--- src/balance_pkg.sv ---
// Purpose: Shared constants and carriers for duty balance configuration
// Assumes: 100 MHz core clock, 8-bit register port
// Notes: Clamp limits expressed in core clock cycles
package balance_pkg;
	localparam logic [15:0] CFG_OFFSET = 16'hfe72;
	localparam logic [7:0] CFG_RESET = 8'h00;
	localparam int VSEL_BIT = 7;
	localparam int VLIM_BIT = 6;
	localparam int VGAIN_HI = 5;
	localparam int VGAIN_LO = 4;
	localparam int CSEL_BIT = 3;
	localparam int CLIM_BIT = 2;
	localparam int CGAIN_HI = 1;
	localparam int CGAIN_LO = 0;
	localparam int CLK_PERIOD_NS = 10;
	localparam int WIDE_LIMIT_NS = 160;
	localparam int NARROW_LIMIT_NS = 80;
	localparam int WIDE_LIMIT_CYC = WIDE_LIMIT_NS / CLK_PERIOD_NS;
	localparam int NARROW_LIMIT_CYC = NARROW_LIMIT_NS / CLK_PERIOD_NS;
	localparam int CORR_W = 16;
	localparam int ERR_W = 12;

	typedef struct packed {
		logic [ERR_W-1:0] a;
		logic [ERR_W-1:0] b;
	} sense_pair_type;

	typedef struct packed {
		logic signed [CORR_W-1:0] volt_sec;
		logic signed [CORR_W-1:0] current;
	} correction_type;
endpackage : balance_pkg

--- src/interleave_balance_config.sv ---
// Purpose: Balance configuration register and bounded duty corrections
// Assumes: Inputs synchronous to clk_in; period_start_in marks cycle start
// Notes: Settings shadowed and applied only at switching boundaries
//
// Decided for this implementation: the strobed register port.

// Functional notes
// RQ1: Volt-second loop uses third channel when bit 7 clear, first when set.
// RQ2: Volt-second correction clamped to 160 ns, or 80 ns with bit 6 set.
// RQ3: Volt-second gain from bits 5:4: codes give 1, 4, 16, 64.
// RQ4: Current loop uses second sense pair when bit 3 clear, first when set.
// RQ5: Current correction clamped to 160 ns, or 80 ns with bit 2 set.
// RQ6: Current gain from bits 1:0: codes give 1, 4, 16, 64.
// RQ7: New settings take effect only at a switching-cycle boundary.
module interleave_balance_config (
	input wire logic clk_in,
	input wire logic resetn_in,
	input wire logic [15:0] addr_in,
	input wire logic [7:0] wdata_in,
	input wire logic wr_in,
	input wire logic rd_in,
	output logic [7:0] rdata_out,
	input wire logic period_start_in,
	input wire logic signed [balance_pkg::ERR_W-1:0] chan_a_err_in,
	input wire logic signed [balance_pkg::ERR_W-1:0] chan_c_err_in,
	input wire balance_pkg::sense_pair_type first_sense_in,
	input wire balance_pkg::sense_pair_type second_sense_in,
	output balance_pkg::correction_type corr_out,
	output logic [7:0] active_cfg_out
);
	import balance_pkg::*;

	logic rst_meta_q;
	logic rst_sync_q;
	logic [7:0] cfg_q;
	logic [7:0] act_q;
	logic [7:0] rdata_q;
	correction_type corr_q;
	correction_type corr_d;

	// Reset release through two flops
	always_ff @(posedge clk_in or negedge resetn_in) begin
		if (!resetn_in) begin
			rst_meta_q <= 1'b0;
			rst_sync_q <= 1'b0;
		end else begin
			rst_meta_q <= 1'b1;
			rst_sync_q <= rst_meta_q;
		end
	end

	function automatic logic [3:0] gain_shift(input logic [1:0] code);
		// Gains are powers of four, so a shift is enough
		return {1'b0, code, 1'b0};
	endfunction

	function automatic logic signed [CORR_W-1:0] clamp(
			input logic signed [CORR_W+7:0] v, input logic narrow);
		logic signed [CORR_W+7:0] lim;
		lim = narrow ? (CORR_W+8)'(NARROW_LIMIT_CYC)
			: (CORR_W+8)'(WIDE_LIMIT_CYC);
		if (v > lim)
			return CORR_W'(lim);
		else if (v < -lim)
			return CORR_W'(-lim);
		else
			return CORR_W'(v);
	endfunction

	wire cfg_hit = addr_in == CFG_OFFSET;
	wire cfg_wr = wr_in && cfg_hit;
	wire cfg_rd = rd_in && cfg_hit;

	// Volt-second error: one channel error input taken as is, source per select bit
	wire logic signed [ERR_W-1:0] vs_err = act_q[VSEL_BIT] ? chan_a_err_in
		: chan_c_err_in; // RQ1
	wire sense_pair_type cb_pair = act_q[CSEL_BIT] ? first_sense_in
		: second_sense_in; // RQ4
	wire logic signed [ERR_W:0] cb_err = $signed({1'b0, cb_pair.a})
		- $signed({1'b0, cb_pair.b});
	wire logic signed [CORR_W+7:0] vs_raw = (CORR_W+8)'(vs_err)
		<<< gain_shift(act_q[VGAIN_HI:VGAIN_LO]); // RQ3
	wire logic signed [CORR_W+7:0] cb_raw = (CORR_W+8)'(cb_err)
		<<< gain_shift(act_q[CGAIN_HI:CGAIN_LO]); // RQ6

	// Field decode named once so the checks read like the register map
	wire vs_narrow = act_q[VLIM_BIT];
	wire cb_narrow = act_q[CLIM_BIT];
	wire logic [1:0] vs_code = act_q[VGAIN_HI:VGAIN_LO];
	wire logic [1:0] cb_code = act_q[CGAIN_HI:CGAIN_LO];

	always_comb begin
		corr_d.volt_sec = clamp(vs_raw, act_q[VLIM_BIT]); // RQ2
		corr_d.current = clamp(cb_raw, act_q[CLIM_BIT]); // RQ5
	end

	always_ff @(posedge clk_in or negedge rst_sync_q) begin
		if (!rst_sync_q) begin
			cfg_q <= CFG_RESET;
			act_q <= CFG_RESET;
			rdata_q <= 8'h00;
			corr_q <= '0;
		end else begin
			if (cfg_wr)
				cfg_q <= wdata_in;
			// Shadow copy avoids mixing settings mid-period
			if (period_start_in)
				act_q <= cfg_q; // RQ7
			rdata_q <= cfg_rd ? cfg_q : 8'h00;
			corr_q <= corr_d;
		end
	end

	assign rdata_out = rdata_q;
	assign corr_out = corr_q;
	assign active_cfg_out = act_q;

	a_boundary_only: assert property (@(posedge clk_in) disable iff (!rst_sync_q)
		!$past(period_start_in) |-> $stable(act_q)) // RQ7
		else $error("Active settings changed off boundary");
	a_vs_wide_clamp: assert property (@(posedge clk_in) disable iff (!rst_sync_q)
		!$past(act_q[6]) |-> corr_q.volt_sec <= 16 && corr_q.volt_sec >= -16) // RQ2
		else $error("Volt-second correction beyond wide limit");
	a_vs_narrow_clamp: assert property (@(posedge clk_in) disable iff (!rst_sync_q)
		$past(act_q[6]) |-> corr_q.volt_sec <= 8 && corr_q.volt_sec >= -8) // RQ2
		else $error("Volt-second correction beyond narrow limit");
	a_cb_wide_clamp: assert property (@(posedge clk_in) disable iff (!rst_sync_q)
		!$past(act_q[2]) |-> corr_q.current <= 16 && corr_q.current >= -16) // RQ5
		else $error("Current correction beyond wide limit");
	a_cb_narrow_clamp: assert property (@(posedge clk_in) disable iff (!rst_sync_q)
		$past(act_q[2]) |-> corr_q.current <= 8 && corr_q.current >= -8) // RQ5
		else $error("Current correction beyond narrow limit");
	// Sources carry different levels, so a swapped select shows at once
	a_vs_source_c: assert property (@(posedge clk_in) // RQ1
		disable iff (!rst_sync_q)
		!act_q[VSEL_BIT] && vs_narrow && vs_code == 2'h0
		&& chan_c_err_in == -12'sh002 |=> corr_q.volt_sec == -16'sh0002)
		else $error("Volt-second source not third channel");
	a_vs_source_a: assert property (@(posedge clk_in) // RQ1
		disable iff (!rst_sync_q)
		act_q[VSEL_BIT] && vs_narrow && vs_code == 2'h0
		&& chan_a_err_in == 12'sh003 |=> corr_q.volt_sec == 16'sh0003)
		else $error("Volt-second source not first channel");
	a_vs_gain_four: assert property (@(posedge clk_in) // RQ3
		disable iff (!rst_sync_q)
		!vs_narrow && vs_code == 2'h1 && vs_err == -12'sh002
		|=> corr_q.volt_sec == -16'sh0008)
		else $error("Volt-second gain code 01 not four");
	a_cb_gain_four: assert property (@(posedge clk_in) // RQ6
		disable iff (!rst_sync_q)
		!cb_narrow && cb_code == 2'h1 && cb_err == -13'sh0004
		|=> corr_q.current == -16'sh0010)
		else $error("Current gain code 01 not four");
	a_cb_pair_sel: assert property (@(posedge clk_in) // RQ4
		disable iff (!rst_sync_q)
		!act_q[CSEL_BIT] && cb_narrow && cb_code == 2'h0
		&& second_sense_in.a == 12'h005 && second_sense_in.b == 12'h009
		|=> corr_q.current == -16'sh0004)
		else $error("Current source not second pair");
	a_cb_pair_first: assert property (@(posedge clk_in) // RQ4
		disable iff (!rst_sync_q)
		act_q[CSEL_BIT] && cb_code == 2'h0
		&& first_sense_in.a == 12'h00a && first_sense_in.b == 12'h007
		|=> corr_q.current == 16'sh0003)
		else $error("Current source not first pair");

	// Code 00 gain checks stay inside the limit; code 10 and 11 checks expect the clamp limit
	a_vs_unity_gain: assert property (@(posedge clk_in) // RQ3
		disable iff (!rst_sync_q)
		vs_code == 2'h0 && vs_err == 12'sh003
		|=> corr_q.volt_sec == 16'sh0003)
		else $error("Volt-second gain code 00 not one");
	a_vs_gain_sixteen: assert property (@(posedge clk_in) // RQ3
		disable iff (!rst_sync_q)
		!vs_narrow && vs_code == 2'h2 && vs_err == 12'sh003
		|=> corr_q.volt_sec == 16'sh0010)
		else $error("Volt-second gain code 10 not saturating");
	a_vs_gain_max: assert property (@(posedge clk_in) // RQ3
		disable iff (!rst_sync_q)
		vs_narrow && vs_code == 2'h3 && vs_err == -12'sh002
		|=> corr_q.volt_sec == -16'sh0008)
		else $error("Volt-second gain code 11 not saturating");
	a_cb_unity_gain: assert property (@(posedge clk_in) // RQ6
		disable iff (!rst_sync_q)
		cb_code == 2'h0 && cb_err == 13'sh0003
		|=> corr_q.current == 16'sh0003)
		else $error("Current gain code 00 not one");
	a_cb_gain_sixteen: assert property (@(posedge clk_in) // RQ6
		disable iff (!rst_sync_q)
		cb_narrow && cb_code == 2'h2 && cb_err == -13'sh0004
		|=> corr_q.current == -16'sh0008)
		else $error("Current gain code 10 not saturating");
	a_cb_gain_max: assert property (@(posedge clk_in) // RQ6
		disable iff (!rst_sync_q)
		!cb_narrow && cb_code == 2'h3 && cb_err == 13'sh0003
		|=> corr_q.current == 16'sh0010)
		else $error("Current gain code 11 not saturating");

	// Saturation must land exactly on the limit, not merely inside it
	a_vs_wide_sat: assert property (@(posedge clk_in) // RQ2
		disable iff (!rst_sync_q)
		!vs_narrow && vs_code[1] && vs_err == 12'sh003
		|=> corr_q.volt_sec == 16'sh0010)
		else $error("Volt-second wide limit not reached");
	a_vs_narrow_sat: assert property (@(posedge clk_in) // RQ2
		disable iff (!rst_sync_q)
		vs_narrow && vs_code[1] && vs_err == -12'sh002
		|=> corr_q.volt_sec == -16'sh0008)
		else $error("Volt-second narrow limit not reached");
	a_cb_wide_sat: assert property (@(posedge clk_in) // RQ5
		disable iff (!rst_sync_q)
		!cb_narrow && cb_code[1] && cb_err == -13'sh0004
		|=> corr_q.current == -16'sh0010)
		else $error("Current wide limit not reached");
	a_cb_narrow_sat: assert property (@(posedge clk_in) // RQ5
		disable iff (!rst_sync_q)
		cb_narrow && cb_code != 2'h0 && cb_err == -13'sh0004
		|=> corr_q.current == -16'sh0008)
		else $error("Current narrow limit not reached");

	a_apply_boundary: assert property (@(posedge clk_in) // RQ7
		disable iff (!rst_sync_q)
		period_start_in |=> act_q == $past(cfg_q))
		else $error("Settings not applied at boundary");
	a_write_store: assert property (@(posedge clk_in)
		disable iff (!rst_sync_q)
		cfg_wr |=> cfg_q == $past(wdata_in))
		else $error("Register write not stored");
	a_cfg_hold: assert property (@(posedge clk_in)
		disable iff (!rst_sync_q)
		!cfg_wr |=> $stable(cfg_q))
		else $error("Register changed without write");
	a_read_idle: assert property (@(posedge clk_in)
		disable iff (!rst_sync_q)
		!cfg_rd |=> rdata_out == 8'h00)
		else $error("Read data not zero when idle");
	a_read_data: assert property (@(posedge clk_in) disable iff (!rst_sync_q)
		cfg_rd |=> rdata_out == $past(cfg_q))
		else $error("Read data mismatch");

	c_write_cfg: cover property (@(posedge clk_in) cfg_wr ##[1:20] period_start_in);
	c_vs_clamped: cover property (@(posedge clk_in) corr_q.volt_sec == 16'sd16);
	c_cb_narrow: cover property (@(posedge clk_in) act_q[2] && corr_q.current == -16'sd8);
	c_cb_gain_max: cover property (@(posedge clk_in)
		cb_code == 2'h3 && corr_q.current == 16'sh0010);
	c_readback: cover property (@(posedge clk_in)
		cfg_rd ##1 rdata_out != 8'h00);
endmodule // interleave_balance_config

--- config.mk ---
export PLATFORM = sky130hd
export DESIGN_NAME = interleave_balance_config
export DESIGN_NICKNAME = d
export VERILOG_FILES = /design/src/balance_pkg.sv /design/src/interleave_balance_config.sv
export SDC_FILE = /design/constraint.sdc
export NUM_CORES = 1
export LEC_CHECK = 0
export BUFFER_PORTS_ARGS = -buffer_cell sky130_fd_sc_hd__buf_2
export CAP_MARGIN = 30
export CORE_ASPECT_RATIO = 0.6
export CORE_UTILIZATION = 45
export CTS_CLUSTER_SIZE = 16
export DETAILED_ROUTE_END_ITERATION = 10
export PLACE_DENSITY = 0.85
export SLEW_MARGIN = 20
export SYNTH_ARGS = -nofsm -noshare
export SYNTH_HDL_FRONTEND = slang
export SYNTH_SLANG_ARGS = --single-unit
--- constraint.sdc ---
create_clock -name clk_in -period 2.5 [get_ports clk_in]
set_input_delay 0.25 -clock clk_in [delete_from_list [all_inputs] [get_ports clk_in]]
set_output_delay 0.25 -clock clk_in [all_outputs]
set_load 0.02 [all_outputs]
==> impl_metrics.ini <==
[place]
io_buffers = 148
detailed_place.area_um2 = 5340
pre_cts_slack_ns = -1.42
sum_of_net_half_perimeters_after_detailed_placement_mm = 9.22
gp_congestion = 0.909

[detailed_routing]
dr.pass1.iters = 5
mean_routed_wirelength_per_cell_um = 16.8
final_routed_wirelength_across_all_metal_layers_mm = 12.1
detailroute.via_count = 4072
detail_route.drc_violations = 0
post_drt_via_cell_ratio = 5.64
dr.first_iter.drc_count = 281
postRouteAntennaNets = 0

[critical_path]
worstSetupPathType = reg2reg
slowest_delay_ns = 0.47
critical_path.n_buffers_inverters = 2
cp_endpoint_kind = register
type_of_element_launching_the_critical_path = register
worst_path_max_fanout = 7
crit_chain = mux2_4 -> ha_2 -> buf_4 -> buf_4 -> nor2b_1 -> o31a_1 -> xnor2_2 -> o21ai_2 -> nand2_1 -> ha_2 -> o2111ai_2 -> a21oi_2 -> o21ai_1 -> a2111o_1 -> a2111oi_4 -> mux2i_1 -> nand2b_1
required_time_worst_endpoint_ns = 2.70
critPathArrivalTime_ns = 3.92
critical_path_s_top_delay_family = compound AO/OA/AOI/OAI gates
critical_path.slowest_cell = sky130_fd_sc_hd__dfrtp_2

[yosys]
postSynth.topFlopCell = sky130_fd_sc_hd__dfrtp_1
netlist.top_cell.by_area = sky130_fd_sc_hd__dfrtp_1
synth_sequential_area_ratio_pct = 36.0
syn_inst = 387
synth.ff_latch_count = 58
avgSynthCellArea_um2 = 10.4
syn-cell-area_um2 = 4030
netlist_top_cells_area = sky130_fd_sc_hd__dfrtp_1 (36%), sky130_fd_sc_hd__mux2_2 (7.3%), sky130_fd_sc_hd__mux2i_1 (5.7%)
ys_types = 74
synthesized_netlist_net_count = 505
synthesis.yosys.warnings = 0
async_flop_share_pct = 100
number_of_flops_mapped_to_enable_cells_by_yosys = 0
area_share_of_the_largest_cell_type_after_synthesis_pct = 36.0

[global_route]
grt_antenna_before_repair = 0
globalRoute.totalOverflow = 0
grtUsageTotal_pct = 25.7
vias_in_the_first_global_route = 3664
grt_pass1_wl_mm = 18.0
grt_max_degree = 30

[sta]
post_route_fraction_of_the_period_consumed_by_the_critical_path_pct = 149
grt_setup_unrepaired = yes
setup_viol = 15
achievable-frequency_ghz = 0.268
number_of_hold_violations_in_the_final_report = 0
final_critical_path_time_including_i_o_delays_and_setup_ns = 3.73
layout_setup_ws_ns = -1.23
clock-skew-final_ns = 0.00426
slew_violations = 0

[cells_and_area]
layout.nets = 724
drive_gt1_share_pct = 57.0
multiInputGateArea_um2 = 2670
nFillCells = 633
sequential_cell_area_um2 = 1460
num_antenna_cells = 0
areaGrowthSynthToFinish_pct = 50.4
post-route-cell-area_um2 = 6060

[die]
initial_utilization_pct = 46.9
core_um2 = 8590
num_io_pins = 149
die_w_um = 124
dieHeight_um = 75.3
die_area_um2 = 9340
placementRows = 26

[clock_tree]
cts_tree = done
tritoncts_num_sinks = 58
cts_max_level = 3
worst_skew_pair_latency_ns = 0.32
cts-root-buf = sky130_fd_sc_hd__clkbuf_16
cts_buffer_depth = 2
clk_pin_slew_ns = 0.05
cts_buffers = 9

[pwr]
leakagePower_nw = 2.87
power_density_nw_per_um2 = 502
totalPowerFinal_w = 0.00304
max-vdd-ir-drop_v = 0.000436

[flow_run]
maxCapViolations = 0

[worst_hold_path]
worst_hold_path_type = reg2async

[run_status]
status = finished with violations
violated_checks = setup timing
-- what timing repair did --
item / 4_1_cts / 5_1_grt
setup endpoints to repair: 21 / 21
hold endpoints to repair: 2 / 0
hold buffers: 1 / 0
gates resized for setup: 34 / 24
setup buffers: 6 / 10
pin swaps: 7 / 11
-- state kept, by name, indices dropped and copies added (netlist names) --
name	cells
corr_out	32
rst_meta_q	1
rst_sync_q	1
rdata_out	8
cfg_q	8
active_cfg_out	8
-- cells in the mapped netlist, drive strengths merged (3+ instances only) --
| master | number |
|---|---|
| a21oi | 14 |
| xnor2 | 3 |
| clkbuf | 12 |
| and3 | 14 |
| a21o | 9 |
| xor2 | 3 |
| and2 | 4 |
| o2111ai | 4 |
| nor4 | 7 |
| nand2 | 23 |
| mux2 | 27 |
| nand4 | 4 |
| a211oi | 3 |
| mux2i | 23 |
| dfrtp | 58 |
| nor2 | 13 |
| or3 | 4 |
| nand2b | 5 |
| mux4 | 9 |
| inv | 20 |
| a41oi | 12 |
| or2 | 3 |
| buf | 15 |
| o21a | 5 |
| ha | 16 |
| nand3 | 5 |
| a2111oi | 4 |
| nor3 | 10 |
| o21ai | 18 |
-- report_power, final --
| part | total, W | switching (W) | leakage [nW] | internal, W |
|---|---|---|---|---|
| Clock | 0.00115 | 0.000380 | 0.147 | 0.000767 |
| Combinational | 0.000904 | 0.000468 | 1.99 | 0.000437 |
| Sequential | 0.000992 | 0.0000155 | 0.730 | 0.000977 |
-- cell usage in the layout (no fill, tap or decap), types with 3 or more instances in the layout --
cell	netlist	layout
sky130_fd_sc_hd__a21oi_2	3	6
sky130_fd_sc_hd__nor2_1	13	13
sky130_fd_sc_hd__mux4_2	9	9
sky130_fd_sc_hd__nand3_1	4	3
sky130_fd_sc_hd__a21oi_4	0	3
sky130_fd_sc_hd__o21a_1	5	5
sky130_fd_sc_hd__and2_1	3	3
sky130_fd_sc_hd__ha_2	0	4
sky130_fd_sc_hd__dfrtp_1	58	55
sky130_fd_sc_hd__clkbuf_8	0	4
sky130_fd_sc_hd__buf_6	4	6
sky130_fd_sc_hd__mux2i_2	0	3
sky130_fd_sc_hd__dfrtp_2	0	3
sky130_fd_sc_hd__buf_4	2	79
sky130_fd_sc_hd__o2111ai_1	4	3
sky130_fd_sc_hd__mux2_4	0	3
sky130_fd_sc_hd__inv_1	20	18
sky130_fd_sc_hd__a41oi_1	11	3
sky130_fd_sc_hd__nand2b_1	5	5
sky130_fd_sc_hd__a21oi_1	11	5
sky130_fd_sc_hd__nor4_1	6	5
sky130_fd_sc_hd__ha_1	16	10
sky130_fd_sc_hd__and3_1	12	11
sky130_fd_sc_hd__nand4_1	4	4
sky130_fd_sc_hd__buf_2	5	148
sky130_fd_sc_hd__mux2i_1	23	19
sky130_fd_sc_hd__or3_1	3	3
sky130_fd_sc_hd__nand2_1	23	22
sky130_fd_sc_hd__o21ai_0	17	15
sky130_fd_sc_hd__a21o_1	9	9
sky130_fd_sc_hd__a41oi_2	0	8
sky130_fd_sc_hd__nor3_1	9	7
sky130_fd_sc_hd__clkbuf_16	0	9
sky130_fd_sc_hd__mux2_2	26	23
-- worst register-to-register path: cells and delay by family, from the launching register on --
kind,cells,cell delay (ns)
buf+inv,2,0.25
flops,1,0.47
fa+ha+maj,2,0.54
xor+xnor,1,0.08
mux,2,0.56
compound gates,7,1.39
simple gates,3,0.34
-- layer usage --
metal / part of all wire [%] / up-vias / track usage (%) / routed length [um]
met3: 7.2 / 18 / 5.76 / 869
met5: 0 / - / 0 / 0
met1: 46 / 1964 / 37.2 / 5520
li1: - / 1905 / - / -
met4: 1.2 / 0 / 6.48 / 140
met2: 46 / 185 / 39.2 / 5590
-- path summary, 6_finish.rpt --
path                       cells after the start                            end  slack, ns                           from
max                                           17          corr_out[4]$_DFF_PN0_      -1.23  active_cfg_out[3]$_DFFE_PN0P_
min                                            0         corr_out[13]$_DFF_PN0_       0.10           rst_sync_q$_DFF_PN0_
max reg2reg                                   17          corr_out[4]$_DFF_PN0_      -1.23  active_cfg_out[3]$_DFFE_PN0P_
min reg2reg                                    0         corr_out[13]$_DFF_PN0_       0.10           rst_sync_q$_DFF_PN0_
max in group asynchronous                      1  active_cfg_out[3]$_DFFE_PN0P_       1.76           rst_sync_q$_DFF_PN0_
min in group clk_in                            2           cfg_q[3]$_DFFE_PN0P_       0.17                    wdata_in[3]
-- final cells by class --
cell class / count / share of cell area (%)
tap: 112 / 2.31
multi-input combinational: 281 / 44.0
timing repair buffer: 235 / 23.5
clock inverter: 2 / 0.165
sequential: 58 / 24.0
inverter: 21 / 1.30
clock buffer: 13 / 4.63
-- per-stage QoR --
stage	utilization [%]	hold slack [ns]	instances	TNS [ns]
floorplan	-	-0.0456	387	-6.31
global placement	62.2	0.0359	691	-6.49
detailed placement	62.2	0.0355	691	-8.19
CTS	68.2	0.109	713	-5.82
global route	70.5	0.127	722	-8.76
finish	70.5	0.103	722	-6.21
-- kinds of logic (layout without fill, tap and decap cells) --
logic type / count (synthesis) / in the layout / synth area share (%)
compound gates: 97 / 97 / 19.0
xor+xnor: 6 / 6 / 1.30
fa+ha+maj: 17 / 17 / 5.47
buf+inv: 48 / 271 / 5.56
flops: 58 / 58 / 36.0
mux: 59 / 59 / 18.3
other cells: 1 / 1 / 0.0931
simple gates: 101 / 101 / 14.3
Note: power is estimated with default switching activity, not from simulation.
